--- config.mk ---
export PLATFORM = sky130hd
export DESIGN_NAME = smc_spi_master
export DESIGN_NICKNAME = d
export VERILOG_FILES = /design/src/hdl/smc_spi_master.v /design/src/hdl/smc_clkdiv.v /design/src/hdl/smc_shift.v
export VERILOG_INCLUDE_DIRS = /design/src /design/src/hdl
export SDC_FILE = /design/constraint.sdc
export NUM_CORES = 1
export LEC_CHECK = 0
export ABC_AREA = 1
export BUFFER_PORTS_ARGS = -buffer_cell sky130_fd_sc_hd__buf_2
export CAP_MARGIN = 20
export CORE_MARGIN = 2
export CORE_UTILIZATION = 50
export CTS_CLUSTER_SIZE = 24
export DETAILED_ROUTE_END_ITERATION = 12
export PLACE_DENSITY = 0.68
export SYNTH_ARGS = -nofsm -noshare
export SYNTH_HDL_FRONTEND = slang
export SYNTH_SLANG_ARGS = --single-unit
--- constraint.sdc ---
create_clock -name clk_i -period 5.5 [get_ports clk_i]
set_input_delay 0 -clock clk_i [delete_from_list [all_inputs] [get_ports clk_i]]
set_output_delay 0 -clock clk_i [all_outputs]
set_load 0.1 [all_outputs]
--- src/hdl/smc_defs.vh ---
`ifndef SMC_DEFS_VH
`define SMC_DEFS_VH

// register word indices; byte address is four times the index
`define SMC_IDX_CLK_DIV 14'h3000
`define SMC_IDX_CLK_CTL 14'h3001
`define SMC_IDX_DEV_CFG1 14'h3002
`define SMC_IDX_DEV_CFG2 14'h3003
`define SMC_IDX_CMD1 14'h3004
`define SMC_IDX_CMD2 14'h3005
`define SMC_IDX_STAT1 14'h3006
`define SMC_IDX_STAT2 14'h3007
`define SMC_IDX_DATA1 14'h3008
`define SMC_IDX_DATA2 14'h3009

// clock_control fields
`define SMC_CTL_EN 15
`define SMC_CTL_LOOP 0

// per chip-select config byte fields, stride in bits
`define SMC_CFG_POL 0
`define SMC_CFG_PHA 1
`define SMC_CFG_CSHI 2
`define SMC_CFG_DLY_LO 3
`define SMC_CFG_STRIDE 8

// command fields
`define SMC_CMD1_IRQEN 15
`define SMC_CMD2_START 0
`define SMC_CMD2_LEN_LO 2
`define SMC_CMD2_CS_LO 12

// status_one fields
`define SMC_ST_BUSY 0
`define SMC_ST_CHAR 1
`define SMC_ST_FRAME 2
`define SMC_ST_ACT 3

// reset values
`define SMC_RST_DIV 16'h0003
`define SMC_RST_REG 16'h0000

`endif

--- src/hdl/smc_spi_master.v ---
// The implementer's own choice: the Wishbone slave port.
`timescale 1ns/1ns
`include "smc_defs.vh"
module smc_spi_master (
    input wire clk_i,
    input wire rst_i,
    input wire wb_cyc_i,
    input wire wb_stb_i,
    input wire wb_we_i,
    input wire [15:0] wb_adr_i,
    input wire [3:0] wb_sel_i,
    input wire [31:0] wb_dat_i,
    output wire [31:0] wb_dat_o,
    output wire wb_ack_o,
    output wire serial_clk_o,
    output wire serial_tx_o,
    input wire serial_rx_i,
    output wire [3:0] slave_select_out_o,
    output wire char_irq_o
);
    // engine states
    localparam ST_IDLE = 2'd0;
    localparam ST_DLY = 2'd1;
    localparam ST_LEAD = 2'd2;
    localparam ST_TRAIL = 2'd3;

    // byte-lane merge of a 16-bit register write
    function [15:0] wmerge;
        input [15:0] old;
        input [31:0] dat;
        input [3:0] sel;
        begin
            wmerge = old;
            if (sel[0]) wmerge[7:0] = dat[7:0];
            if (sel[1]) wmerge[15:8] = dat[15:8];
        end
    endfunction

    // config byte of one chip select
    function [7:0] cfg_of;
        input [15:0] c1;
        input [15:0] c2;
        input [1:0] cs;
        begin
            case (cs)
                2'd0: cfg_of = c1[7:0];
                2'd1: cfg_of = c1[15:8];
                2'd2: cfg_of = c2[7:0];
                default: cfg_of = c2[15:8];
            endcase
        end
    endfunction

    // bus side
    reg wb_ack_q; // registered acknowledge
    reg [31:0] wb_dat_q; // registered read data
    reg [31:0] rd_d; // read mux
    wire acc = wb_cyc_i & wb_stb_i;
    wire wr_go = acc & wb_ack_q & wb_we_i; // write lands on ack edge
    wire rd_go = acc & wb_ack_q & ~wb_we_i; // read side effects
    wire [13:0] idx = wb_adr_i[15:2];

    // software registers
    reg [15:0] div_q; // clock_divider
    reg [15:0] ctl_q; // clock_control
    reg [15:0] cfg1_q; // device_config_one
    reg [15:0] cfg2_q; // device_config_two
    reg [15:0] cmd1_q; // command_one
    reg [15:0] cmd2_q; // command_two
    reg [31:0] tx_q; // data to send, both halves

    // engine state
    reg [1:0] state_q;
    reg [1:0] csel_q; // select held for the frame
    reg frame_act_q; // a frame holds its select active
    reg [11:0] flen_q; // characters in frame minus one
    reg [11:0] cnt_q; // characters done in this frame
    reg [4:0] len_q; // character length minus one
    reg [4:0] bit_q; // bit index within character
    reg [2:0] dly_q; // half periods of select delay left
    reg sclk_q; // serial clock pin
    reg char_done_q; // sticky, read-to-clear
    reg frame_done_q; // sticky, read-to-clear
    reg irq_q; // one-cycle completion pulse
    reg [3:0] ss_q; // select pins
    reg [3:0] ss_d; // next select pin levels
    reg rx_s1_q; // receive pin synchroniser
    reg rx_s2_q;

    wire en = ctl_q[`SMC_CTL_EN];
    wire loop = ctl_q[`SMC_CTL_LOOP];
    wire [15:0] cmd2_new = wmerge(cmd2_q, wb_dat_i, wb_sel_i);
    wire [1:0] cs_new = cmd2_new[`SMC_CMD2_CS_LO+1:`SMC_CMD2_CS_LO];
    wire [7:0] cfg_cur = cfg_of(cfg1_q, cfg2_q, csel_q);
    wire [7:0] cfg_new = cfg_of(cfg1_q, cfg2_q, cs_new);
    wire [1:0] dly_new = cfg_new[`SMC_CFG_DLY_LO+1:`SMC_CFG_DLY_LO];
    wire cpol = cfg_cur[`SMC_CFG_POL];
    wire cpha = cfg_cur[`SMC_CFG_PHA];
    wire busy = (state_q != ST_IDLE);
    wire start = wr_go & (idx == `SMC_IDX_CMD2) & wb_sel_i[0] &
                 cmd2_new[`SMC_CMD2_START] & en & ~busy;

    wire tick; // half-period strobe
    wire tx_bit;
    wire [31:0] rx_data;
    wire lead_t = (state_q == ST_LEAD) & tick;
    wire trail_t = (state_q == ST_TRAIL) & tick;
    // sample on leading edge in phase 0, trailing in phase 1
    wire smp = cpha ? trail_t : lead_t;
    // launch on trailing edge in phase 0, leading in phase 1
    wire shf = cpha ? (lead_t & (bit_q != 5'd0)) : trail_t;
    wire last_bit = (bit_q == len_q);
    wire char_end = trail_t & last_bit;
    // loopback takes the transmit bit instead of the pin
    wire rx_bit = loop ? tx_bit : rx_s2_q;

    assign wb_ack_o = wb_ack_q;
    assign wb_dat_o = wb_dat_q;
    assign serial_clk_o = sclk_q;
    assign serial_tx_o = tx_bit;
    assign slave_select_out_o = ss_q;
    assign char_irq_o = irq_q;

    // half-period ticks only while a character or delay runs
    smc_clkdiv #(
        .W(16)
    ) u_div (
        .clk_i(clk_i),
        .rst_i(rst_i),
        .run_i(busy),
        .div_i(div_q),
        .tick_o(tick)
    );

    // shifter moves one bit out and one bit in per serial clock
    smc_shift u_shift (
        .clk_i(clk_i),
        .rst_i(rst_i),
        .load_i(start),
        .len_i(cmd2_new[`SMC_CMD2_LEN_LO+4:`SMC_CMD2_LEN_LO]),
        .din_i(tx_q),
        .shift_i(shf),
        .sample_i(smp),
        .rx_bit_i(rx_bit),
        .tx_bit_o(tx_bit),
        .rx_data_o(rx_data)
    );

    // receive pin passes two flops
    always @(posedge clk_i) begin
        if (rst_i) begin
            rx_s1_q <= 1'b0;
            rx_s2_q <= 1'b0;
        end else begin
            rx_s1_q <= serial_rx_i;
            rx_s2_q <= rx_s1_q;
        end
    end

    // read data mux; data registers return received bits
    always @* begin
        rd_d = 32'h00000000;
        case (idx)
            `SMC_IDX_CLK_DIV: rd_d[15:0] = div_q;
            `SMC_IDX_CLK_CTL: rd_d[15:0] = ctl_q;
            `SMC_IDX_DEV_CFG1: rd_d[15:0] = cfg1_q;
            `SMC_IDX_DEV_CFG2: rd_d[15:0] = cfg2_q;
            `SMC_IDX_CMD1: rd_d[15:0] = cmd1_q;
            `SMC_IDX_CMD2: rd_d[15:0] = cmd2_q;
            `SMC_IDX_STAT1: begin
                rd_d[`SMC_ST_BUSY] = busy;
                rd_d[`SMC_ST_CHAR] = char_done_q;
                rd_d[`SMC_ST_FRAME] = frame_done_q;
                rd_d[`SMC_ST_ACT] = frame_act_q;
            end
            `SMC_IDX_STAT2: rd_d[11:0] = cnt_q;
            `SMC_IDX_DATA1: rd_d[15:0] = rx_data[15:0];
            `SMC_IDX_DATA2: rd_d[15:0] = rx_data[31:16];
            default: rd_d = 32'h00000000;
        endcase
    end

    // wishbone answer one cycle after the request, unmapped reads zero
    always @(posedge clk_i) begin
        if (rst_i) begin
            wb_ack_q <= 1'b0;
            wb_dat_q <= 32'h00000000;
        end else begin
            wb_ack_q <= acc & ~wb_ack_q;
            if (acc & ~wb_ack_q) begin
                wb_dat_q <= rd_d;
            end
        end
    end

    // register writes on the acknowledge edge
    always @(posedge clk_i) begin
        if (rst_i) begin
            div_q <= `SMC_RST_DIV;
            ctl_q <= `SMC_RST_REG;
            cfg1_q <= `SMC_RST_REG;
            cfg2_q <= `SMC_RST_REG;
            cmd1_q <= `SMC_RST_REG;
            cmd2_q <= `SMC_RST_REG;
            tx_q <= 32'h00000000;
        end else if (wr_go) begin
            case (idx)
                `SMC_IDX_CLK_DIV: div_q <= wmerge(div_q, wb_dat_i, wb_sel_i);
                `SMC_IDX_CLK_CTL: ctl_q <= wmerge(ctl_q, wb_dat_i, wb_sel_i);
                `SMC_IDX_DEV_CFG1: begin
                    cfg1_q <= wmerge(cfg1_q, wb_dat_i, wb_sel_i);
                end
                `SMC_IDX_DEV_CFG2: begin
                    cfg2_q <= wmerge(cfg2_q, wb_dat_i, wb_sel_i);
                end
                `SMC_IDX_CMD1: cmd1_q <= wmerge(cmd1_q, wb_dat_i, wb_sel_i);
                `SMC_IDX_CMD2: cmd2_q <= cmd2_new;
                `SMC_IDX_DATA1: begin
                    tx_q[15:0] <= wmerge(tx_q[15:0], wb_dat_i, wb_sel_i);
                end
                `SMC_IDX_DATA2: begin
                    tx_q[31:16] <= wmerge(tx_q[31:16], wb_dat_i, wb_sel_i);
                end
                default: tx_q <= tx_q; // unmapped writes ignored
            endcase
        end
    end

    // character and frame sequencer; this port always masters
    always @(posedge clk_i) begin
        if (rst_i) begin
            state_q <= ST_IDLE;
            csel_q <= 2'd0;
            frame_act_q <= 1'b0;
            flen_q <= 12'h000;
            cnt_q <= 12'h000;
            len_q <= 5'd0;
            bit_q <= 5'd0;
            dly_q <= 3'd0;
            sclk_q <= 1'b0;
            char_done_q <= 1'b0;
            frame_done_q <= 1'b0;
            irq_q <= 1'b0;
        end else begin
            irq_q <= 1'b0;
            // status read clears; a same-cycle event wins below
            if (rd_go && idx == `SMC_IDX_STAT1) begin
                char_done_q <= 1'b0;
                frame_done_q <= 1'b0;
            end
            if (!en) begin
                // disable aborts the frame and parks the clock
                state_q <= ST_IDLE;
                frame_act_q <= 1'b0;
                cnt_q <= 12'h000;
                sclk_q <= cpol;
            end else begin
                case (state_q)
                    ST_IDLE: begin
                        sclk_q <= cpol;
                        if (start) begin
                            len_q <= cmd2_new[`SMC_CMD2_LEN_LO+4:
                                              `SMC_CMD2_LEN_LO];
                            bit_q <= 5'd0;
                            if (!frame_act_q) begin
                                // open a frame on the chosen select
                                csel_q <= cs_new;
                                // park clock at the new select's idle level
                                sclk_q <= cfg_new[`SMC_CFG_POL];
                                flen_q <= cmd1_q[11:0];
                                frame_act_q <= 1'b1;
                                dly_q <= {dly_new, 1'b0};
                                if (dly_new == 2'd0) begin
                                    state_q <= ST_LEAD;
                                end else begin
                                    state_q <= ST_DLY;
                                end
                            end else begin
                                state_q <= ST_LEAD;
                            end
                        end
                    end
                    ST_DLY: begin
                        // two half periods per delay clock
                        if (tick) begin
                            dly_q <= dly_q - 3'd1;
                            if (dly_q == 3'd1) begin
                                state_q <= ST_LEAD;
                            end
                        end
                    end
                    ST_LEAD: begin
                        if (tick) begin
                            sclk_q <= ~cpol;
                            state_q <= ST_TRAIL;
                        end
                    end
                    ST_TRAIL: begin
                        if (tick) begin
                            sclk_q <= cpol;
                            if (last_bit) begin
                                state_q <= ST_IDLE;
                            end else begin
                                bit_q <= bit_q + 5'd1;
                                state_q <= ST_LEAD;
                            end
                        end
                    end
                    default: state_q <= ST_IDLE;
                endcase
                // character end: flags, interrupt, frame count
                if (char_end) begin
                    char_done_q <= 1'b1;
                    irq_q <= cmd1_q[`SMC_CMD1_IRQEN];
                    if (cnt_q == flen_q) begin
                        // select released after the last character, or earlier by disable
                        frame_act_q <= 1'b0;
                        cnt_q <= 12'h000;
                        frame_done_q <= 1'b1;
                    end else begin
                        cnt_q <= cnt_q + 12'h001;
                    end
                end
            end
        end
    end

    // select levels: only the frame's select active, per-select level
    always @* begin : sel_next
        integer i;
        reg [7:0] c;
        i = 0;
        c = 8'h00;
        ss_d = 4'hF;
        for (i = 0; i < 4; i = i + 1) begin
            c = cfg_of(cfg1_q, cfg2_q, i[1:0]);
            ss_d[i] = c[`SMC_CFG_CSHI] ~^
                      (frame_act_q && csel_q == i[1:0]);
        end
    end

    // select pins come from flops
    always @(posedge clk_i) begin
        if (rst_i) begin
            ss_q <= 4'hF;
        end else begin
            ss_q <= ss_d;
        end
    end
endmodule

--- src/hdl/smc_clkdiv.v ---
`timescale 1ns/1ns
// half-period tick generator for the serial clock
module smc_clkdiv #(
    parameter W = 16
) (
    input wire clk_i,
    input wire rst_i,
    input wire run_i,
    input wire [W-1:0] div_i,
    output wire tick_o
);
    reg [W-1:0] cnt_q; // cycles since the last tick

    // one tick every div_i+1 cycles while running
    assign tick_o = run_i & (cnt_q == div_i);

    // counter restarts whenever the engine goes idle
    always @(posedge clk_i) begin
        if (rst_i || !run_i || tick_o) begin
            cnt_q <= {W{1'b0}};
        end else begin
            cnt_q <= cnt_q + {{(W-1){1'b0}}, 1'b1};
        end
    end
endmodule

--- src/hdl/smc_shift.v ---
`timescale 1ns/1ns
// full-duplex character shifter, msb first
module smc_shift (
    input wire clk_i,
    input wire rst_i,
    input wire load_i,
    input wire [4:0] len_i,
    input wire [31:0] din_i,
    input wire shift_i,
    input wire sample_i,
    input wire rx_bit_i,
    output wire tx_bit_o,
    output wire [31:0] rx_data_o
);
    reg [31:0] sh_q; // transmit bits, next bit at the top
    reg [31:0] rx_q; // received bits, newest in bit 0

    assign tx_bit_o = sh_q[31];
    assign rx_data_o = rx_q;

    // load aligns the character msb to bit 31
    always @(posedge clk_i) begin
        if (rst_i) begin
            sh_q <= 32'h00000000;
            rx_q <= 32'h00000000;
        end else if (load_i) begin
            sh_q <= din_i << (5'd31 - len_i);
            rx_q <= 32'h00000000;
        end else begin
            if (shift_i) begin
                sh_q <= {sh_q[30:0], 1'b0};
            end
            if (sample_i) begin
                rx_q <= {rx_q[30:0], rx_bit_i};
            end
        end
    end
endmodule

==> out/qor.log, run 1 <==
qor: detailed_routing.drt-wirelength-per-cell 17.0 um
qor: yosys.synth_edf_count 0
qor: floorplanning.die_h 178 um
qor: clocking.cts_buffers 30
qor: final_layout.fin_cells 2790
qor: power_and_ir_drop.leakagePower 6.99 nW
qor: yosys.synthCells 2361
qor: yosys.post_synth_main_area_contributors sky130_fd_sc_hd__dfxtp_1 (37%), sky130_fd_sc_hd__nand2_1 (15%), sky130_fd_sc_hd__nor2_1 (7.2%)
qor: yosys.synth_warn 0
qor: critical_path.cp_max_fo 28
qor: final_layout.design.final.nets 2446
qor: final_layout.post_route_cells_drive_above_1_share 7.63%
qor: clocking.ctsResizeCount 0
qor: critical_path.cp-start-kind register
qor: clocking.count_of_hold_fix_buffers_inserted_at_cts 25
qor: power_and_ir_drop.power_density 261 nW/um^2
qor: yosys.yosys.cell_types.count 49
qor: placed_design.dp.final_hpwl 33400 um
qor: clocking.cts_buffer_depth 3
qor: clocking.clock_sinks 277
qor: yosys.mean_instance_size_in_the_synthesized_netlist 6.41 sq um
qor: final_layout.layout.cells.most_common sky130_fd_sc_hd__nand2_1
qor: yosys.synth.ff_latch_count 277
qor: placed_design.gp_routability_congestion 0.968
qor: critical_path.crit_arrival 4030 ps
qor: global_routing.grt_first_pass_wirelength 74500 um
qor: clocking.post_cts.repair.setup_buffers 0
qor: sta.timing.final.ws_setup 1940 ps
qor: sta.min_period 3560 ps
qor: sta.timing.hold.ws 84.0 ps
qor: status.outcome complete, no violations
qor: floorplanning.fp-row-count 63
qor: final_layout.flow.area_growth_from_synthesis 10.3%
qor: global_routing.maximum_number_of_pins_on_one_net_before_global_route_repair 91
qor: placed_design.buffer_ports.inserted 61
qor: sta.setup_repair_after_global_routing_missed_its_margin no
qor: placed_design.place.detailed.instances 2710
qor: floorplanning.top_level_ports 98
qor: power_and_ir_drop.ir_drop 0.249 mV
qor: clocking.clkLatencyLatePin 580 ps
qor: floorplanning.die-width 178 um
qor: final_layout.insertedDiodeCount 0
qor: critical_path.required_arrival_time_at_the_worst_endpoint 5970 ps
qor: detailed_routing.wirelength 47500 um
qor: sta.timing.clock.skew 16.3 ps
qor: clocking.cts_root_buffer sky130_fd_sc_hd__clkbuf_16
qor: critical_path.worst_setup_path_category register to register
qor: detailed_routing.drt_initial_violations 1699
qor: floorplanning.core_region_area 29700 sq um
qor: final_layout.filler_cell_count 3001
qor: sta.worst_slew_pin_slew 1060 ps
qor: yosys.synth-main-ff-cell sky130_fd_sc_hd__dfxtp_1
qor: final_layout.final_instance_area 16700 sq um
qor: sta.timing.final.crit_share 64.7%
qor: final_layout.mostFrequentLayoutCells sky130_fd_sc_hd__nand2_1 (622), sky130_fd_sc_hd__nor2_1 (290), sky130_fd_sc_hd__dfxtp_1 (277)
qor: global_routing.total_congestion_overflow 0
qor: clocking.cts-htree-levels 1
qor: yosys.netlist_area 15100 sq um
qor: detailed_routing.drt-pass1-iter-count 6
qor: global_routing.vias_in_the_first_global_route 13700
qor: worst_hold_path.min-delay-path-class primary input to register
qor: detailed_routing.drcViolationCount 0
qor: global_routing.grt_antenna_before_repair 0
qor: clocking.tritoncts_clock_tree done
qor: critical_path.end_kind register
qor: yosys.yosysSeqAreaShare 36.6%
qor: yosys.synth-async-reset-ratio 0%
qor: placed_design.pre_cts_slack 1920 ps
qor: detailed_routing.drt-vias-per-instance 5.51
qor: floorplanning.start_util 50.9%
qor: run.max_cap_viol_count 0
qor: sta.drv_slew 0
qor: floorplanning.overall_die_area 31700 sq um
qor: global_routing.grt_util_all_layers 29.7%
qor: sta.hold_violations 0
qor: sta.timing.final.setup_violations 0
qor: clocking.clk_pin_slew_worst_paths 70 ps
qor: detailed_routing.ant_nets 0
qor: placed_design.postPlaceCellArea 15400 sq um
qor: yosys.yosys.area.top_type sky130_fd_sc_hd__dfxtp_1
qor: yosys.synth_top_cell_area_share 36.6%
qor: sta.timing.max_slew.rel_slack 29.1%
qor: sta.maxClockFrequency 0.281 GHz
qor: sta.setup_tns 0 ps
qor: detailed_routing.vias_after_detailed_routing 15400
[report_power, final]
group / total, W / switching, W / internal, W / leakage [nW]
sequential: 0.00201 / 0.000000635 / 0.00201 / 2.23
clock: 0.00204 / 0.000870 / 0.00117 / 0.487
combinational: 0.000320 / 0.000246 / 0.0000739 / 4.28
total: 0.00436 / 0.00112 / 0.00325 / 6.99
[path summary, 6_finish.rpt]
check,start,end,slack [ps],cells past startpoint
setup reg to reg,state_q[0]$_SDFFE_PP0P_,u_shift.sh_q[11]$_SDFFE_PP0P_,1940,12
hold reg to reg,rx_s1_q$_SDFF_PP0_,rx_s2_q$_SDFF_PP0_,430,2
hold / removal,wb_adr_i[4],cmd2_q[1]$_SDFFE_PP0P_,80,7
setup / recovery,state_q[0]$_SDFFE_PP0P_,u_shift.sh_q[11]$_SDFFE_PP0P_,1940,12
[worst max-delay path, cell delays in order, from the launching register on]
cell and delay, ps:
sky130_fd_sc_hd__dfxtp_1 370, sky130_fd_sc_hd__inv_1 80, sky130_fd_sc_hd__ha_1 460, sky130_fd_sc_hd__a21oi_1 270, sky130_fd_sc_hd__nand2_1 70, sky130_fd_sc_hd__nor2_1 80, sky130_fd_sc_hd__nand2_1 70, sky130_fd_sc_hd__nor2_1 430
sky130_fd_sc_hd__nand4_4 540, sky130_fd_sc_hd__nand3_2 600, sky130_fd_sc_hd__inv_1 260, sky130_fd_sc_hd__nor2_1 150, sky130_fd_sc_hd__nor2_1 60
[flip-flops by register name, summed over array words and instances (netlist names), 16 cells and up]
| register | flops |
|---|---|
| cfg1_q | 16 |
| cfg2_q | 16 |
| cmd1_q | 16 |
| cmd2_q | 16 |
| ctl_q | 16 |
| div_q | 16 |
| tx_q | 32 |
| u_div.cnt_q | 16 |
| u_shift.rx_data_o | 32 |
| u_shift.sh_q | 32 |
| wb_dat_o | 16 |
[synth_stat cells, types with 2 or more instances]
| cell type | n |
|---|---|
| sky130_fd_sc_hd__clkbuf_1 | 62 |
| sky130_fd_sc_hd__inv_1 | 234 |
| sky130_fd_sc_hd__nand3b_1 | 8 |
| sky130_fd_sc_hd__nand3_1 | 213 |
| sky130_fd_sc_hd__nand4_1 | 44 |
| sky130_fd_sc_hd__nor4_1 | 2 |
| sky130_fd_sc_hd__dfxtp_1 | 277 |
| sky130_fd_sc_hd__o211ai_1 | 9 |
| sky130_fd_sc_hd__buf_2 | 35 |
| sky130_fd_sc_hd__o31ai_1 | 2 |
| sky130_fd_sc_hd__a21oi_1 | 164 |
| sky130_fd_sc_hd__nor3b_1 | 4 |
| sky130_fd_sc_hd__nand2_4 | 2 |
| sky130_fd_sc_hd__nor2_4 | 7 |
| sky130_fd_sc_hd__buf_4 | 27 |
| sky130_fd_sc_hd__nor3_1 | 22 |
| sky130_fd_sc_hd__o22ai_1 | 21 |
| sky130_fd_sc_hd__nor2_1 | 290 |
| sky130_fd_sc_hd__nor3_4 | 2 |
| sky130_fd_sc_hd__o21a_1 | 2 |
| sky130_fd_sc_hd__o21ai_2 | 5 |
| sky130_fd_sc_hd__nand3_2 | 5 |
| sky130_fd_sc_hd__nand2_2 | 6 |
| sky130_fd_sc_hd__clkinv_1 | 2 |
| sky130_fd_sc_hd__buf_1 | 3 |
| sky130_fd_sc_hd__or2_2 | 7 |
| sky130_fd_sc_hd__inv_2 | 8 |
| sky130_fd_sc_hd__o21ai_0 | 190 |
| sky130_fd_sc_hd__and2_1 | 2 |
| sky130_fd_sc_hd__xnor2_1 | 8 |
| sky130_fd_sc_hd__xor2_1 | 13 |
| sky130_fd_sc_hd__nand4_4 | 2 |
| sky130_fd_sc_hd__ha_1 | 10 |
| sky130_fd_sc_hd__o21ai_1 | 3 |
| sky130_fd_sc_hd__a211oi_1 | 29 |
| sky130_fd_sc_hd__nand2_1 | 622 |
| sky130_fd_sc_hd__nor2_2 | 7 |
[per-layer routing]
layer / global-route usage [%] / vias to the layer above / wire [um]
met4: 9.67 / 0 / 1570
met5: 0 / - / 0
met2: 45.9 / 591 / 20800
met1: 42.5 / 7017 / 21600
li1: - / 7659 / -
met3: 4.26 / 93 / 3600
[layout make-up]
type | instances | area (sq um) | area share [%]
Clock inverter | 13 | 109 | 0.652
Clock buffer | 41 | 883 | 5.29
Inverter | 244 | 917 | 5.49
Tap cell | 390 | 488 | 2.92
Timing Repair Buffer | 98 | 653 | 3.91
Multi-Input combinational cell | 1727 | 8100 | 48.5
Sequential cell | 277 | 5550 | 33.2
[cell families (layout without fill, tap and decap cells)]
group / after synthesis / after routing / synth area share, %
compound gates: 429 / 429 / 15.3
xor+xnor: 21 / 21 / 1.22
fa+ha+maj: 10 / 10 / 0.827
buf+inv: 372 / 396 / 10.2
flops: 277 / 277 / 36.6
other cells: 1 / 16 / 0.0248
simple gates: 1251 / 1251 / 35.8
[metrics by stage]
stage,utilization (%),power (W)
after floorplan,-,0.00227
after global routing,56.2,0.00450
after detailed placement,52.0,0.00235
after CTS,56.1,0.00439
final,56.2,0.00436
after global placement,52.0,0.00235
(Power assumes the default switching activity.)
==> inputs of run 2 (changes only) <==
Clock period 5.5 ns to 3.6 ns, I/O delays scaled along.
==> run 2 against run 1 <==
- power up 56%
- flip-flop and latch count unchanged
- die area did not move
- worst setup slack got worse by 1100 ps
- worst hold slack got worse by 53 ps
- routed wire length is 0.84% higher
- final cell count increased by 0.47%
- combinational power rose by 52%
- sequential share of layout area down 0.22 points
- clock skew grew 6.2 ps
- via count grew 0.66%
- critical path depth unchanged
- largest cell class unchanged
==> out/qor.log, run 2 (synthesis gave the netlist of run 1 again) <==
qor: final_layout.mostFrequentLayoutCells sky130_fd_sc_hd__nand2_1 (622), sky130_fd_sc_hd__nor2_1 (290), sky130_fd_sc_hd__dfxtp_1 (277) [unchanged]
qor: sta.maxClockFrequency 0.357 GHz [was 0.281 GHz]
qor: power_and_ir_drop.power.total 0.00682 W [was 0.00436 W]
qor: floorplanning.start_util 50.9% [unchanged]
qor: floorplanning.top_level_ports 98 [unchanged]
qor: floorplanning.overall_die_area 31700 sq um [unchanged]
qor: placed_design.buffer_ports.inserted 61 [unchanged]
qor: critical_path.cp_cell_sequence inv_1 -> ha_1 -> a21oi_1 -> nand3_1 -> nor2_1 -> nand3_4 -> nor2_4 -> nand2_4 -> nand3_2 -> inv_1 -> nor2_1 -> nor2_1 [was inv_1 -> ha_1 -> a21oi_1 -> nand2_1 -> nor2_1 -> nand2_1 -> nor2_1 -> nand4_4 -> nand3_2 -> inv_1 -> nor2_1 -> nor2_1]
qor: critical_path.timing.critical_path.from state_q[0]$_SDFFE_PP0P_ [unchanged]
qor: global_routing.groute.layer.met3.usage 4.82% [was 4.26%]
qor: critical_path.cp_slowest_cell sky130_fd_sc_hd__dfxtp_1 [was sky130_fd_sc_hd__nand3_2]
qor: placed_design.dp.final_hpwl 34000 um [was 33400 um]
qor: critical_path.endpoint u_shift.sh_q[11]$_SDFFE_PP0P_ [unchanged]
qor: critical_path.critical_path_buf_inv_count 2 [unchanged]
qor: global_routing.grt_util_all_layers 29.9% [was 29.7%]
qor: detailed_routing.drt-pass1-iter-count 8 [was 6]
qor: sta.min_period 2800 ps [was 3560 ps]
qor: status.outcome complete, no violations [unchanged]
qor: power_and_ir_drop.p_int 0.00501 W [was 0.00325 W]
qor: detailed_routing.drt-vias-per-instance 5.52 [was 5.51]
qor: final_layout.design.final.nets 2455 [was 2446]
qor: critical_path.timing.reg2reg.worst_path_depth 12 [unchanged]
qor: clocking.clock_sinks 277 [unchanged]
qor: global_routing.grt.met2_usage 47.8% [was 45.9%]
qor: critical_path.worst_setup_path_category register to register [unchanged]
qor: critical_path.path_depth 12 [unchanged]
qor: detailed_routing.drt-wirelength-per-cell 17.1 um [was 17.0 um]
qor: critical_path.cp_max_fo 28 [unchanged]
qor: sta.timing.max_slew.rel_slack 33.9% [was 29.1%]
qor: power_and_ir_drop.pwr-share-clk 47.8% [was 46.7%]
qor: floorplanning.fp-row-count 63 [unchanged]
qor: worst_hold_path.min-delay-path-class primary input to register [unchanged]
qor: critical_path.r2r-start state_q[0]$_SDFFE_PP0P_ [unchanged]
qor: detailed_routing.drt_initial_violations 1695 [was 1699]
qor: sta.timing.final.crit_share 77.8% [was 64.7%]
qor: critical_path.worst_path_largest_cell_delay 380 ps [was 600 ps]
qor: power_and_ir_drop.switchingPower 0.00180 W [was 0.00112 W]
qor: critical_path.end_kind register [unchanged]
qor: detailed_routing.wirelength 47900 um [was 47500 um]
qor: floorplanning.die_h 178 um [unchanged]
qor: sta.timing.clock.skew 22.5 ps [was 16.3 ps]
qor: clocking.ctsResizeCount 0 [unchanged]
qor: critical_path.crit_family simple AND/OR/NAND/NOR gates [unchanged]
qor: clocking.cts_buffers 31 [was 30]
qor: clocking.cts-htree-levels 1 [unchanged]
qor: critical_path.critical_path.most_common_cell sky130_fd_sc_hd__nor2_1 [unchanged]
qor: critical_path.reg2reg_to u_shift.sh_q[11]$_SDFFE_PP0P_ [unchanged]
qor: global_routing.total_congestion_overflow 0 [unchanged]
qor: global_routing.grt_first_pass_wirelength 74800 um [was 74500 um]
qor: critical_path.cp-start-kind register [unchanged]
qor: run.max_cap_viol_count 0 [unchanged]
qor: global_routing.vias_in_the_first_global_route 13900 [was 13700]
qor: clocking.cts_root_buffer sky130_fd_sc_hd__clkbuf_16 [unchanged]
qor: power_and_ir_drop.seqPwrFrac 45.0% [was 46.0%]
qor: sta.setup_tns 0 ps [unchanged]
qor: placed_design.place.detailed.instances 2721 [was 2710]
qor: final_layout.post_route_cells_drive_above_1_share 8.25% [was 7.63%]
qor: detailed_routing.ant_nets 0 [unchanged]
qor: sta.setup_repair_after_global_routing_missed_its_margin no [unchanged]
qor: sta.worst_slew_pin_slew 990 ps [was 1060 ps]
qor: power_and_ir_drop.power_frac_comb 7.2% [was 7.3%]
qor: power_and_ir_drop.netSwitchingFraction 26.5% [was 25.6%]
qor: global_routing.maximum_number_of_pins_on_one_net_before_global_route_repair 78 [was 91]
qor: global_routing.grt_antenna_before_repair 1 [was 0]
qor: floorplanning.die-width 178 um [unchanged]
qor: critical_path.r2r_setup_slack 800 ps [was 1940 ps]
qor: placed_design.gp_routability_congestion 1.01 [was 0.968]
qor: power_and_ir_drop.leakagePower 7.05 nW [was 6.99 nW]
qor: clocking.clk_pin_slew_worst_paths 70 ps [about the same]
qor: power_and_ir_drop.power_density 405 nW/um^2 [was 261 nW/um^2]
qor: global_routing.global_route.peak_usage_layer met2 [unchanged]
qor: clocking.cts_buffer_depth 3 [unchanged]
qor: power_and_ir_drop.ir_drop 0.376 mV [was 0.249 mV]
qor: clocking.tritoncts_clock_tree done [unchanged]
qor: final_layout.layout.cells.most_common sky130_fd_sc_hd__nand2_1 [unchanged]
qor: floorplanning.core_region_area 29700 sq um [unchanged]
qor: sta.hold_violations 0 [unchanged]
qor: final_layout.flow.area_growth_from_synthesis 11.1% [was 10.3%]
qor: global_routing.use_met1 41.3% [was 42.5%]
qor: critical_path.crit_arrival 3280 ps [was 4030 ps]
qor: clocking.clkLatencyLatePin 600 ps [was 580 ps]
qor: critical_path.required_arrival_time_at_the_worst_endpoint 4080 ps [was 5970 ps]
qor: sta.drv_slew 0 [unchanged]
qor: final_layout.fin_cells 2803 [was 2790]
qor: detailed_routing.vias_after_detailed_routing 15500 [was 15400]
qor: sta.timing.final.setup_violations 0 [unchanged]
qor: detailed_routing.drcViolationCount 0 [unchanged]
run 2: cell types whose count changed in the layout (fill, tap and decap cells not counted), moves of 2 or more:
cell                            change
sky130_fd_sc_hd__buf_4             +11
sky130_fd_sc_hd__dlygate4sd3_1      -2
sky130_fd_sc_hd__clkinvlp_4         +3
sky130_fd_sc_hd__clkbuf_1           -2
run 2: how the worst min path moves through the flow:
stage,from,to,cells after the start
final,wb_adr_i[4],cmd2_q[7]$_SDFFE_PP0P_,7
after global routing,wb_adr_i[4],cmd2_q[1]$_SDFFE_PP0P_,7
after CTS,wb_adr_i[4],cmd2_q[7]$_SDFFE_PP0P_,7
after detailed placement,serial_rx_i,rx_s1_q$_SDFF_PP0_,3
after global placement,serial_rx_i,rx_s1_q$_SDFF_PP0_,3
after floorplan,serial_rx_i,rx_s1_q$_SDFF_PP0_,2
run 2: area by class of cell:
class / count / area (sq um)
Tap cell: 390 / 488
Clock buffer: 40 / 890
Clock inverter: 18 / 164
Multi-Input combinational cell: 1727 / 8100
Fill cell: 2898 / 12900
Inverter: 244 / 917
Antenna cell: 1 / 2.50
Sequential cell: 277 / 5550
Timing Repair Buffer: 106 / 701
run 2: layer usage:
layer | part of all wire (%) | up-vias | wire [um]
li1 | - | 7665 | -
met5 | 0 | - | 0
met2 | 44 | 617 | 21200
met1 | 44 | 7062 | 21000
met4 | 3.5 | 0 | 1660
met3 | 8.6 | 117 | 4130
run 2: what timing repair did:
action / CTS / global route
endpoints found under the hold margin: 139 / 0
hold buffers: 23 / 0
setup buffers: 0 / 0
run 2: stage by stage:
stage	setup slack, ps	util, %	hold WS (ps)	area [sq um]
floorplan	1030	-	107	15200
global placement	888	52.2	204	15500
detailed placement	852	52.2	211	15500
CTS	821	56.6	11.9	16800
global route	565	56.6	78.7	16800
finish	797	56.6	31.2	16800
run 2: worst min-delay path, delay by kind of cell:
kind                   cells  cell delay, ps
buffers and inverters      2             190
AND/OR/NAND/NOR            4             310
AO/OA/AOI/OAI              1              80
run 2: power groups by stage:
| stage | Clock [W] | Sequential, W | Combinational, W |
|---|---|---|---|
| after global routing | 0.00341 | 0.00307 | 0.000527 |
| after floorplan | 0 | 0.00314 | 0.000335 |
| after CTS | 0.00329 | 0.00307 | 0.000478 |
| after detailed placement | 0 | 0.00314 | 0.000458 |
| after global placement | 0 | 0.00314 | 0.000455 |
| final | 0.00326 | 0.00307 | 0.000488 |
